[src/tlpi_pkg.sv]
// Package with constants, register map and carrier types of the two-level interrupt controller.
// ==========================================================================
package tlpi_pkg;

   // ========================================================================
   // Sizes and vectors
   localparam int NSRC = 8;
   localparam logic [20:0] VEC_HIGH = 21'h000008;
   localparam logic [20:0] VEC_LOW = 21'h000018;

   // ========================================================================
   // Register map (byte addresses on APB)
   localparam logic [11:0] OFS_CTRL = 12'h000;
   localparam logic [11:0] OFS_RSTCTL = 12'h004;
   localparam logic [11:0] OFS_FLAG = 12'h008;
   localparam logic [11:0] OFS_ENA = 12'h00c;
   localparam logic [11:0] OFS_PRIO = 12'h010;
   localparam logic [11:0] OFS_PERIPH = 12'h014;
   localparam logic [11:0] OFS_STATUS = 12'h018;

   // ========================================================================
   // Field positions and reset values
   localparam int BIT_GIE_HIGH = 7;
   localparam int BIT_GIE_LOW = 6;
   localparam int BIT_PRIO_ON = 7;
   localparam logic [7:0] RST_CTRL = 8'h00;
   localparam logic [7:0] RST_FLAG = 8'h00;
   localparam logic [7:0] RST_ENA = 8'h00;
   localparam logic [7:0] RST_PRIO = 8'hff;
   localparam logic [7:0] RST_PERIPH = 8'hf0;

   // ========================================================================
   // Carrier types
   typedef struct packed {
      logic valid;
      logic high;
      logic [20:0] vector;
   } tlpi_vec_t;

   typedef struct packed {
      logic psel;
      logic penable;
      logic pwrite;
      logic [11:0] paddr;
      logic [31:0] pwdata;
   } tlpi_apb_req_t;

endpackage : tlpi_pkg

[src/tlpi_ctrl.sv]
// Two-level priority interrupt controller with APB register access.
//
// Register access over APB and the register offsets were left to the implementer.
`timescale 1ns/1ps
module tlpi_ctrl
   import tlpi_pkg::*;
(
   // Clock and reset
   input wire logic sys_clk,
   input wire logic rstn,
   // APB slave
   input wire tlpi_apb_req_t apb_req,
   output logic [31:0] prdata,
   output logic pready,
   output logic pslverr,
   // Interrupt sources: in-domain pulses and external pins
   input wire logic [NSRC-1:0] src_event,
   input wire logic [NSRC-1:0] src_is_pin,
   // Core sequencer
   input wire logic [20:0] return_pc,
   input wire logic return_from_irq_instr,
   input wire logic vector_taken,
   output tlpi_vec_t vec_out,
   output logic stack_push,
   output logic [20:0] stack_data,
   output logic in_high_isr,
   output logic in_low_isr
);

   // ========================================================================
   // Register state
   logic [7:0] main_irq_control_reg_q, main_irq_control_reg_d;
   logic [7:0] flag_q, flag_d, ena_q, ena_d, prio_q, prio_d, periph_q, periph_d;
   logic priority_levels_on_q, priority_levels_on_d;
   logic [31:0] prdata_q, prdata_d;
   logic pready_q, pready_d, pslverr_q, pslverr_d;
   // Pin synchronisers and edge detection.
   logic [NSRC-1:0] sync1_q, sync2_q, sync3_q, pin_rise;
   // Service state.
   logic hi_act_q, hi_act_d, lo_act_q, lo_act_d;
   tlpi_vec_t vec_q, vec_d;
   logic push_q, push_d;
   logic [20:0] sdata_q, sdata_d;

   logic global_high_level_enable, global_low_level_enable;
   logic wr_acc, rd_acc, addr_ok;
   logic [7:0] hi_req, lo_req;
   logic hi_go, lo_go;
   logic apb_acc, ret_hi, ret_lo, take_vec;
   logic [NSRC-1:0] sync1_d, sync2_d, sync3_d;

   assign global_high_level_enable = main_irq_control_reg_q[BIT_GIE_HIGH];
   assign global_low_level_enable = main_irq_control_reg_q[BIT_GIE_LOW];

   function automatic logic known_addr(input logic [11:0] a);
      known_addr = (a == OFS_CTRL) || (a == OFS_RSTCTL) || (a == OFS_FLAG) ||
                   (a == OFS_ENA) || (a == OFS_PRIO) || (a == OFS_PERIPH) ||
                   (a == OFS_STATUS);
   endfunction : known_addr

   // Both levels build their entry the same way, so one place holds the vector choice.
   function automatic tlpi_vec_t entry_vec(input logic high);
      entry_vec.valid = 1'b1;
      entry_vec.high = high;
      entry_vec.vector = high ? VEC_HIGH : VEC_LOW;
   endfunction : entry_vec

   // ========================================================================
   // Pin inputs pass two flops; the edge is taken between the second and third.
   always_comb
   begin
      sync1_d = src_event & src_is_pin;
      sync2_d = sync1_q;
      sync3_d = sync2_q;
   end

   always_ff @(posedge sys_clk or negedge rstn)
   begin
      if (!rstn)
      begin
         sync1_q <= '0;
         sync2_q <= '0;
         sync3_q <= '0;
      end
      else
      begin
         sync1_q <= sync1_d;
         sync2_q <= sync2_d;
         sync3_q <= sync3_d;
      end
   end
   // The last stage idles low after reset like the pins, so no false edge follows reset.
   assign pin_rise = sync2_q & ~sync3_q;

   // ========================================================================
   // Request qualification. Pin events arrive after the synchroniser, so a pin
   // event reaches the vector output three cycles later plus one for acceptance.
   always_comb
   begin
      hi_req = '0;
      lo_req = '0;
      if (priority_levels_on_q)
      begin
         hi_req = flag_q & ena_q & prio_q & {8{global_high_level_enable}};
         lo_req = flag_q & ena_q & ~prio_q & {8{global_low_level_enable}};
      end
      else
      begin
         // Priority bits are ignored and everything uses the high path.
         hi_req = flag_q & ena_q & {8{global_high_level_enable}}
                  & (~periph_q | {8{global_low_level_enable}});
      end
   end
   // high is not blocked by a running low routine.
   assign hi_go = (|hi_req) && !hi_act_q && !vec_q.valid;
   assign lo_go = (|lo_req) && !hi_act_q && !lo_act_q && !hi_go && !vec_q.valid;

   // ========================================================================
   // APB access decode. An access is taken once, at the first edge of its
   // access phase; the answer follows one cycle later.
   assign apb_acc = apb_req.psel && apb_req.penable && !pready_q;
   assign wr_acc = apb_acc && apb_req.pwrite;
   assign rd_acc = apb_acc && !apb_req.pwrite;
   assign addr_ok = known_addr(apb_req.paddr);

   // ========================================================================
   // Service decisions shared by the control and service groups. A return
   // leaves the high level first when both levels are active.
   assign ret_hi = return_from_irq_instr && hi_act_q;
   assign ret_lo = return_from_irq_instr && !hi_act_q && lo_act_q;
   assign take_vec = vec_q.valid && vector_taken;

   // ========================================================================
   // APB response group.
   always_comb
   begin
      prdata_d = prdata_q;
      pready_d = 1'b0;
      pslverr_d = 1'b0;
      if (apb_acc)
      begin
         pready_d = 1'b1;
         pslverr_d = !addr_ok;
      end
      if (rd_acc)
      begin
         unique case (apb_req.paddr)
            OFS_CTRL: prdata_d = {24'h000000, main_irq_control_reg_q};
            OFS_RSTCTL: prdata_d = {24'h000000, priority_levels_on_q, 7'h00};
            OFS_FLAG: prdata_d = {24'h000000, flag_q};
            OFS_ENA: prdata_d = {24'h000000, ena_q};
            OFS_PRIO: prdata_d = {24'h000000, prio_q};
            OFS_PERIPH: prdata_d = {24'h000000, periph_q};
            OFS_STATUS: prdata_d = {30'h0, hi_act_q, lo_act_q};
            default: prdata_d = 32'h00000000;
         endcase
      end
      // An error answer carries zero data for writes too, so stale read data
      // never rides along with it.
      if (apb_acc && !addr_ok)
      begin
         prdata_d = 32'h00000000;
      end
   end

   always_ff @(posedge sys_clk or negedge rstn)
   begin
      if (!rstn)
      begin
         prdata_q <= 32'h00000000;
         pready_q <= 1'b0;
         pslverr_q <= 1'b0;
      end
      else
      begin
         prdata_q <= prdata_d;
         pready_q <= pready_d;
         pslverr_q <= pslverr_d;
      end
   end

   // ========================================================================
   // Control group: global enables and the priority mode bit.
   always_comb
   begin
      main_irq_control_reg_d = main_irq_control_reg_q;
      priority_levels_on_d = priority_levels_on_q;
      if (wr_acc)
      begin
         unique case (apb_req.paddr)
            OFS_CTRL: main_irq_control_reg_d = apb_req.pwdata[7:0];
            OFS_RSTCTL: priority_levels_on_d = apb_req.pwdata[BIT_PRIO_ON];
            default: ;
         endcase
      end
      // Return from service: reopen the enable of the level being left.
      if (ret_hi)
      begin
         main_irq_control_reg_d[BIT_GIE_HIGH] = 1'b1;
      end
      if (ret_lo)
      begin
         main_irq_control_reg_d[BIT_GIE_LOW] = 1'b1;
      end
      // Acceptance comes last, so it wins over a software write in the same cycle.
      if (hi_go)
      begin
         main_irq_control_reg_d[BIT_GIE_HIGH] = 1'b0;
      end
      else if (lo_go)
      begin
         main_irq_control_reg_d[BIT_GIE_LOW] = 1'b0;
      end
   end

   always_ff @(posedge sys_clk or negedge rstn)
   begin
      if (!rstn)
      begin
         main_irq_control_reg_q <= RST_CTRL;
         priority_levels_on_q <= 1'b0;
      end
      else
      begin
         main_irq_control_reg_q <= main_irq_control_reg_d;
         priority_levels_on_q <= priority_levels_on_d;
      end
   end

   // ========================================================================
   // Source group: flag, enable, priority and peripheral mask bits.
   always_comb
   begin
      flag_d = flag_q;
      ena_d = ena_q;
      prio_d = prio_q;
      periph_d = periph_q;
      if (wr_acc)
      begin
         unique case (apb_req.paddr)
            OFS_FLAG: flag_d = apb_req.pwdata[7:0];
            OFS_ENA: ena_d = apb_req.pwdata[7:0];
            OFS_PRIO: prio_d = apb_req.pwdata[7:0];
            OFS_PERIPH: periph_d = apb_req.pwdata[7:0];
            default: ;
         endcase
      end
      // Hardware sets win over a software clear in the same cycle.
      flag_d = flag_d | (src_event & ~src_is_pin) | pin_rise;
   end

   always_ff @(posedge sys_clk or negedge rstn)
   begin
      if (!rstn)
      begin
         flag_q <= RST_FLAG;
         ena_q <= RST_ENA;
         prio_q <= RST_PRIO;
         periph_q <= RST_PERIPH;
      end
      else
      begin
         flag_q <= flag_d;
         ena_q <= ena_d;
         prio_q <= prio_d;
         periph_q <= periph_d;
      end
   end

   // ========================================================================
   // Service group: active levels, pending vector and stack push.
   always_comb
   begin
      hi_act_d = hi_act_q;
      lo_act_d = lo_act_q;
      vec_d = vec_q;
      push_d = 1'b0;
      sdata_d = sdata_q;
      if (ret_hi)
      begin
         hi_act_d = 1'b0;
      end
      if (ret_lo)
      begin
         lo_act_d = 1'b0;
      end
      // The vector stands until the core takes it; a new entry waits for that.
      if (take_vec)
      begin
         vec_d.valid = 1'b0;
      end
      // A high entry may start while a low routine runs; the low level stays active.
      if (hi_go)
      begin
         hi_act_d = 1'b1;
         vec_d = entry_vec(1'b1);
         push_d = 1'b1;
         sdata_d = return_pc;
      end
      else if (lo_go)
      begin
         lo_act_d = 1'b1;
         vec_d = entry_vec(1'b0);
         push_d = 1'b1;
         sdata_d = return_pc;
      end
   end

   always_ff @(posedge sys_clk or negedge rstn)
   begin
      if (!rstn)
      begin
         hi_act_q <= 1'b0;
         lo_act_q <= 1'b0;
         vec_q <= '0;
         push_q <= 1'b0;
         sdata_q <= 21'h000000;
      end
      else
      begin
         hi_act_q <= hi_act_d;
         lo_act_q <= lo_act_d;
         vec_q <= vec_d;
         push_q <= push_d;
         sdata_q <= sdata_d;
      end
   end

   // ========================================================================
   // Outputs
   assign prdata = prdata_q;
   assign pready = pready_q;
   assign pslverr = pslverr_q;
   assign vec_out = vec_q;
   assign stack_push = push_q;
   assign stack_data = sdata_q;
   assign in_high_isr = hi_act_q;
   assign in_low_isr = lo_act_q;

endmodule : tlpi_ctrl

[config.mk]
export PLATFORM = sky130hd
export DESIGN_NAME = tlpi_ctrl
export DESIGN_NICKNAME = d
export VERILOG_FILES = /design/src/tlpi_pkg.sv /design/src/tlpi_ctrl.sv
export SDC_FILE = /design/constraint.sdc
export NUM_CORES = 1
export LEC_CHECK = 0
export ABC_AREA = 1
export BUFFER_PORTS_ARGS = -buffer_cell sky130_fd_sc_hd__buf_2
export CAP_MARGIN = 20
export CORE_MARGIN = 2
export CORE_UTILIZATION = 46
export DETAILED_ROUTE_END_ITERATION = 7
export PLACE_DENSITY = 0.76
export SLEW_MARGIN = 20
export SYNTH_ARGS = -nofsm -noshare
export SYNTH_HDL_FRONTEND = slang
export SYNTH_SLANG_ARGS = --single-unit
[constraint.sdc]
create_clock -name sys_clk -period 1.6 [get_ports sys_clk]
set_clock_uncertainty 0.15 [all_clocks]
set_input_delay 0.08 -clock sys_clk [delete_from_list [all_inputs] [get_ports sys_clk]]
set_output_delay 0.08 -clock sys_clk [all_outputs]
set_load 0.02 [all_outputs]
After elaboration in Yosys (flattened, before gate mapping)
Cells that the tools add are included.
{ "classes": {"add_sub_neg": 0, "muxes": 28, "mul": 0, "eq_ne": 6, "reduce_logical": 43, "magnitude_cmp": 0, "shift": 0, "div": 0, "bitwise_logic": 17} }
{ "op_table": {"columns": ["cell", "count"], "rows": [
  ["bitwise AND 8 bit", 10],
  ["2-to-1 mux 32 bit", 2],
  ["one-hot mux 8 bit (7 select lines)", 1],
  ["2-to-1 mux 8 bit", 6],
  ["2-to-1 mux 23 bit", 2],
  ["2-to-1 mux 21 bit", 2],
  ["equality test 12 x 5 -> 1 bit (second input constant)", 3],
  ["NOT 8 bit", 4],
  ["equality test 12 x 4 -> 1 bit (second input constant)", 2],
  ["OR 8 bit", 3],
  ["OR reduction 8 bit", 2],
  ["logical AND 1 bit", 15],
  ["2-to-1 mux 1 bit", 15],
  ["equality test 12 x 3 -> 1 bit (second input constant)", 1],
  ["logical NOT 12 bit", 1],
  ["AND reduction 2 bit", 6],
  ["nonzero test 3 bit", 3],
  ["logical NOT 1 bit", 7],
  ["logical OR 1 bit", 6],
  ["nonzero test 2 bit", 3]
]} }
{ "word_totals": {"elab_cells": 115, "input_bits": 88, "output_inout_bits": 81, "romBits": 0, "ram_bits": 0, "latch_bits": 0, "register_bits": 146, "mem_count": 0} }

Logic depth before layout (Yosys ltp)
{ "logic_depth": {"word_depth": 12, "depth_mapped": 11} }

Worst setup path after synthesis
OpenSTA, ideal clock, no wires.
{ "synth_path": {"path_type": "reg2reg", "startpoint": "register pready_q, in the netlist pready", "endpoint": "register flag_q[5]", "arrival_time_ps": 1409, "synth_period_minus_slack_ps": 1684, "path_buffers": 1, "path_stages_with_launch": 6, "required_time_ps": 1325, "setup_time_ps": 125, "slack_ps": -84, "cell_sequence": "dfrtp_1 -> nor3_4 -> nand3_4 -> buf_6 -> a21oi_1 -> o21ai_1"} }
{ "synth_between": {"elab_chain_len": 6} }
{ "synth_rtl": {"columns": ["element", "line_no", "source"], "rows": [
  ["start: declaration", "tlpi_ctrl.sv:36", "logic pready_q, pready_d, pslverr_q, pslverr_d;"],
  ["start signal: assignment", "tlpi_ctrl.sv:177", "pready_q <= pready_d;"],
  ["logical NOT 1 bit", "tlpi_ctrl.sv:121", "assign apb_acc = apb_req.psel && apb_req.penable && !pready_q;"],
  ["logical AND 1 bit", "tlpi_ctrl.sv:121", null],
  ["logical AND 1 bit", "tlpi_ctrl.sv:122", "assign wr_acc = apb_acc && apb_req.pwrite;"],
  ["2-to-1 mux 8 bit", "tlpi_ctrl.sv:238", "if (wr_acc)"],
  ["OR 8 bit (2 in a row)", "tlpi_ctrl.sv:249", "flag_d = flag_d | (src_event & ~src_is_pin) | pin_rise;"],
  ["net flag_d[5]", "tlpi_ctrl.sv:33", "logic [7:0] flag_q, flag_d, ena_q, ena_d, prio_q, prio_d, periph_q, periph_d;"],
  ["end signal: assignment", "tlpi_ctrl.sv:263", "flag_q <= flag_d;"],
  ["end: declaration", "tlpi_ctrl.sv:33", null]
]} }
The timed path passes the listed nets, and every way through them passes these cells.
A chain may end at the register's enable or synchronous reset.

Worst setup path in the final report
{ "layout_path": {"startpoint": "register main_irq_control_reg_q[6]", "endpoint": "register sdata_q[16], in the netlist stack_data[16]"} }
{ "layout_between": {"elab_chain_len": 10, "elab_cells_between_ends": 16} }
{ "layout_rtl": {"columns": ["element", "line_no", "source"], "rows": [
  ["start: declaration", "tlpi_ctrl.sv:32", "logic [7:0] main_irq_control_reg_q, main_irq_control_reg_d;"],
  ["start signal: assignment", "tlpi_ctrl.sv:225", "main_irq_control_reg_q <= main_irq_control_reg_d;"],
  ["OR 8 bit", "tlpi_ctrl.sv:111", "& (~periph_q | {8{global_low_level_enable}});"],
  ["bitwise AND 8 bit", "tlpi_ctrl.sv:111", null],
  ["2-to-1 mux 8 bit", "tlpi_ctrl.sv:102", "if (priority_levels_on_q)"],
  ["OR reduction 8 bit", "tlpi_ctrl.sv:115", "assign hi_go = (|hi_req) && !hi_act_q && !vec_q.valid;"],
  ["logical AND 1 bit (2 in a row)", "tlpi_ctrl.sv:115", null],
  ["logical NOT 1 bit", "tlpi_ctrl.sv:116", "assign lo_go = (|lo_req) && !hi_act_q && !lo_act_q && !hi_go && !vec_q.valid;"],
  ["logical AND 1 bit (2 in a row)", "tlpi_ctrl.sv:116", null],
  ["nonzero test 2 bit (no source line)", null, null],
  ["end signal: assignment", "tlpi_ctrl.sv:325", "sdata_q <= sdata_d;"],
  ["end: declaration", "tlpi_ctrl.sv:43", "logic [20:0] sdata_q, sdata_d;"]
]} }
Parallel ways exist; a longest one is shown, timed or not.

==> flow_metrics.env <==
export IMPL_outcome="finished, violations left"
export IMPL_violations="setup timing"
export IMPL_core_area_um2=10900
export IMPL_cts_tree="done"
export IMPL_layout_worst_path_cycle_share_pct=109
export IMPL_chipHeight_um=110
export IMPL_die_area_um2=12000
export IMPL_synth_seq_cells=103
export IMPL_dp_hpwl_mm=8.90
export IMPL_stdcell_area_um2=6980
export IMPL_clkTransAtPathRegs_ps=100
export IMPL_drtIter0Drc=486
export IMPL_die_w_um=110
export IMPL_vias_per_cell=4.98
export IMPL_wire_per_inst_um=14.7
export IMPL_antenna_left=0
export IMPL_fmax_mhz=574
export IMPL_worstMarginPinSlew_ps=646
export IMPL_syn_area_um2=5130
export IMPL_routabilityCongestion=0.958
export IMPL_grt_pass1_wl_mm=21.3
export IMPL_port_buffers=101
export IMPL_yosys_top_cells_area="dfrtp_1 44%, nand2_1 14%, buf_4 7.2%"
export IMPL_worst_hold_path_type="in -> reg"
export IMPL_gr_total_overflow=0
export IMPL_clk_latency_ps=380
export IMPL_dr_pass1_iters=5
export IMPL_syn_inst=622
export IMPL_root_buffer="clkbuf_8"
export IMPL_slew_viol_final=0
export IMPL_numCtsBuffers=9
export IMPL_drt_wl_total_mm=14.3
export IMPL_clk_path_buf_depth=2
export IMPL_drc_errors=0
export IMPL_fin_nets=911
export IMPL_finalCriticalPeriod_ps=1740
export IMPL_yosys_area_top_type="dfrtp_1"
export IMPL_p_leak_nw=3.65
export IMPL_finalSetupViolCount=29
export IMPL_peakVddDrop_v=0.000595
export IMPL_layout_commonest_cell="nand2_1"
export IMPL_avgSynthCellArea_um2=8.25
export IMPL_num_antenna_cells=0
export IMPL_worstSetupStartpointType="flop"
export IMPL_ys_types=28
export IMPL_ys_seq_area_share_pct=50.5
export IMPL_worstPathMaxFanout=6
export IMPL_ios=169
export IMPL_maxCapViolCount=0
export IMPL_area_delta_synth_final_pct=35.9
export IMPL_htreeDepth=3
export IMPL_dr_total_vias=4818
export IMPL_grt_use_total_pct=23.0
export IMPL_critPathCaptureType="flop"
export IMPL_grt_max_degree=50
export IMPL_p_total_mw=5.54
export IMPL_regArea_um2=2590
export IMPL_start_util_pct=47.2
export IMPL_relSlewSlack_pct=57.0
export IMPL_std_cell_rows=38
export IMPL_cp_data_arrival_time_ps=1860
export IMPL_setup_ws_ps=-143
export IMPL_instances_no_fill=968
export IMPL_placed_area_um2=5950
export IMPL_fillers=893
export IMPL_final_cell_mix="178 x nand2_1, 100 x buf_2, 89 x dfrtp_1"
export IMPL_synth_top_area_share_pct=44.4
export IMPL_multi_input_area_um2=2100
export IMPL_rsz0062_at_grt="yes"
export IMPL_drive_gt1_share_pct=28.7
export IMPL_required_ps=1720
export IMPL_antenna_found_initial=0
export IMPL_hold_viol_final=0
export IMPL_dp_cells=887
export IMPL_path_class="reg -> reg"
export IMPL_grt_pass1_vias=4583
export IMPL_clkSinkCount=103
export IMPL_p_per_area_nw_per_um2=793
export IMPL_yosysWarningCount=0
## final cells by class
cell class              instances  area share [%]
well taps                     140            2.51
clock inverters                 3           0.681
inverters                      78            4.23
clock buffers                  13            2.56
repair inverters                1           0.108
repair buffers                204            22.7
multi-input cells             426            30.1
flip-flops and latches        103            37.2
## worst max-delay path, cell delays in order (launching register included)
cell and delay [ps]:
dfrtp_2 460, clkinvlp_4 130, nand2_1 50, nand2_1 60, nand2_1 40, nor2_1 90, nand3_1 130, nand3_4 130
nand2_8 90, clkbuf_16 170, nand2_1 70, nand2_1 60
## repair_timing
action / CTS / global route
gates resized for setup: 6 / 32
setup endpoints to repair: 28 / 58
pin swaps: 0 / 8
setup buffers: 1 / 1
hold buffers: 58 / 0
endpoints found under the hold margin: 180 / 0
gates cloned: 0 / 5
## power by group
part	switching [mW]	internal (mW)	leakage, nW	total [mW]
Combinational	0.572	0.340	2.31	0.912
Clock	0.891	0.904	0.116	1.79
Sequential	0.0847	2.74	1.22	2.83
Total	1.55	3.99	3.65	5.54
## layer usage
layer / wire, µm / global-route usage [%] / share of wire [%]
met1: 5710 / 29.9 / 40
met2: 7010 / 38.5 / 49
met3: 1020 / 2.49 / 7.2
met4: 536 / 10.8 / 3.8
met5: 0 / 0 / 0
## metrics by stage
stage	hold WS, ps	setup slack, ps	setup TNS, ps	util, %
global route	19.4	-260	-6210	64.1
detailed placement	-177	-87.6	-1720	54.7
global placement	-183	-31.3	-692	54.7
floorplan	-366	14.2	0	-
finish	5.50	-143	-2910	64.1
CTS	3.08	-88.7	-1560	62.3
## synth_stat cells, drive strengths merged
master,instances
nor3,3
clkbuf,1
inv,77
dfstp,12
o21ai,58
nor2,35
clkinv,1
o22ai,4
nand4,2
dfrtp,91
nand2,195
nand3,74
conb,1
a21oi,11
buf,57
## final timing paths
path,startpoint,end,slack [ps],cells after the start
hold reg to reg,sync1_q[4],sync2_q[4],210,0
min in group asynchronous,rstn,prio_q[3],90,2
max in group asynchronous,rstn,main_irq_control_reg_q[3],510,3
hold / removal,apb_req[46],pready,5,4
setup / recovery,main_irq_control_reg_q[6],stack_data[16],-140,11
setup reg to reg,main_irq_control_reg_q[6],stack_data[16],-140,11
## logic make-up after synthesis
logic type	after synthesis	synth area share (%)
AOI/OAI and AO/OA	73	8.46
other	1	0.0730
buffers and inverters	136	14.2
DFF	103	50.5
and+or+nand+nor	309	26.8
## state kept, by name, summed over array words and instances, names as in the netlist, 4 cells and up
name	flops
stack_data	21
ena_q	8
flag_q	8
main_irq_control_reg_q	8
periph_q	8
prdata	8
prio_q	8
sync1_q	8
sync2_q	8
sync3_q	8
vec_out	4
Power figures use the tool's default switching activity.
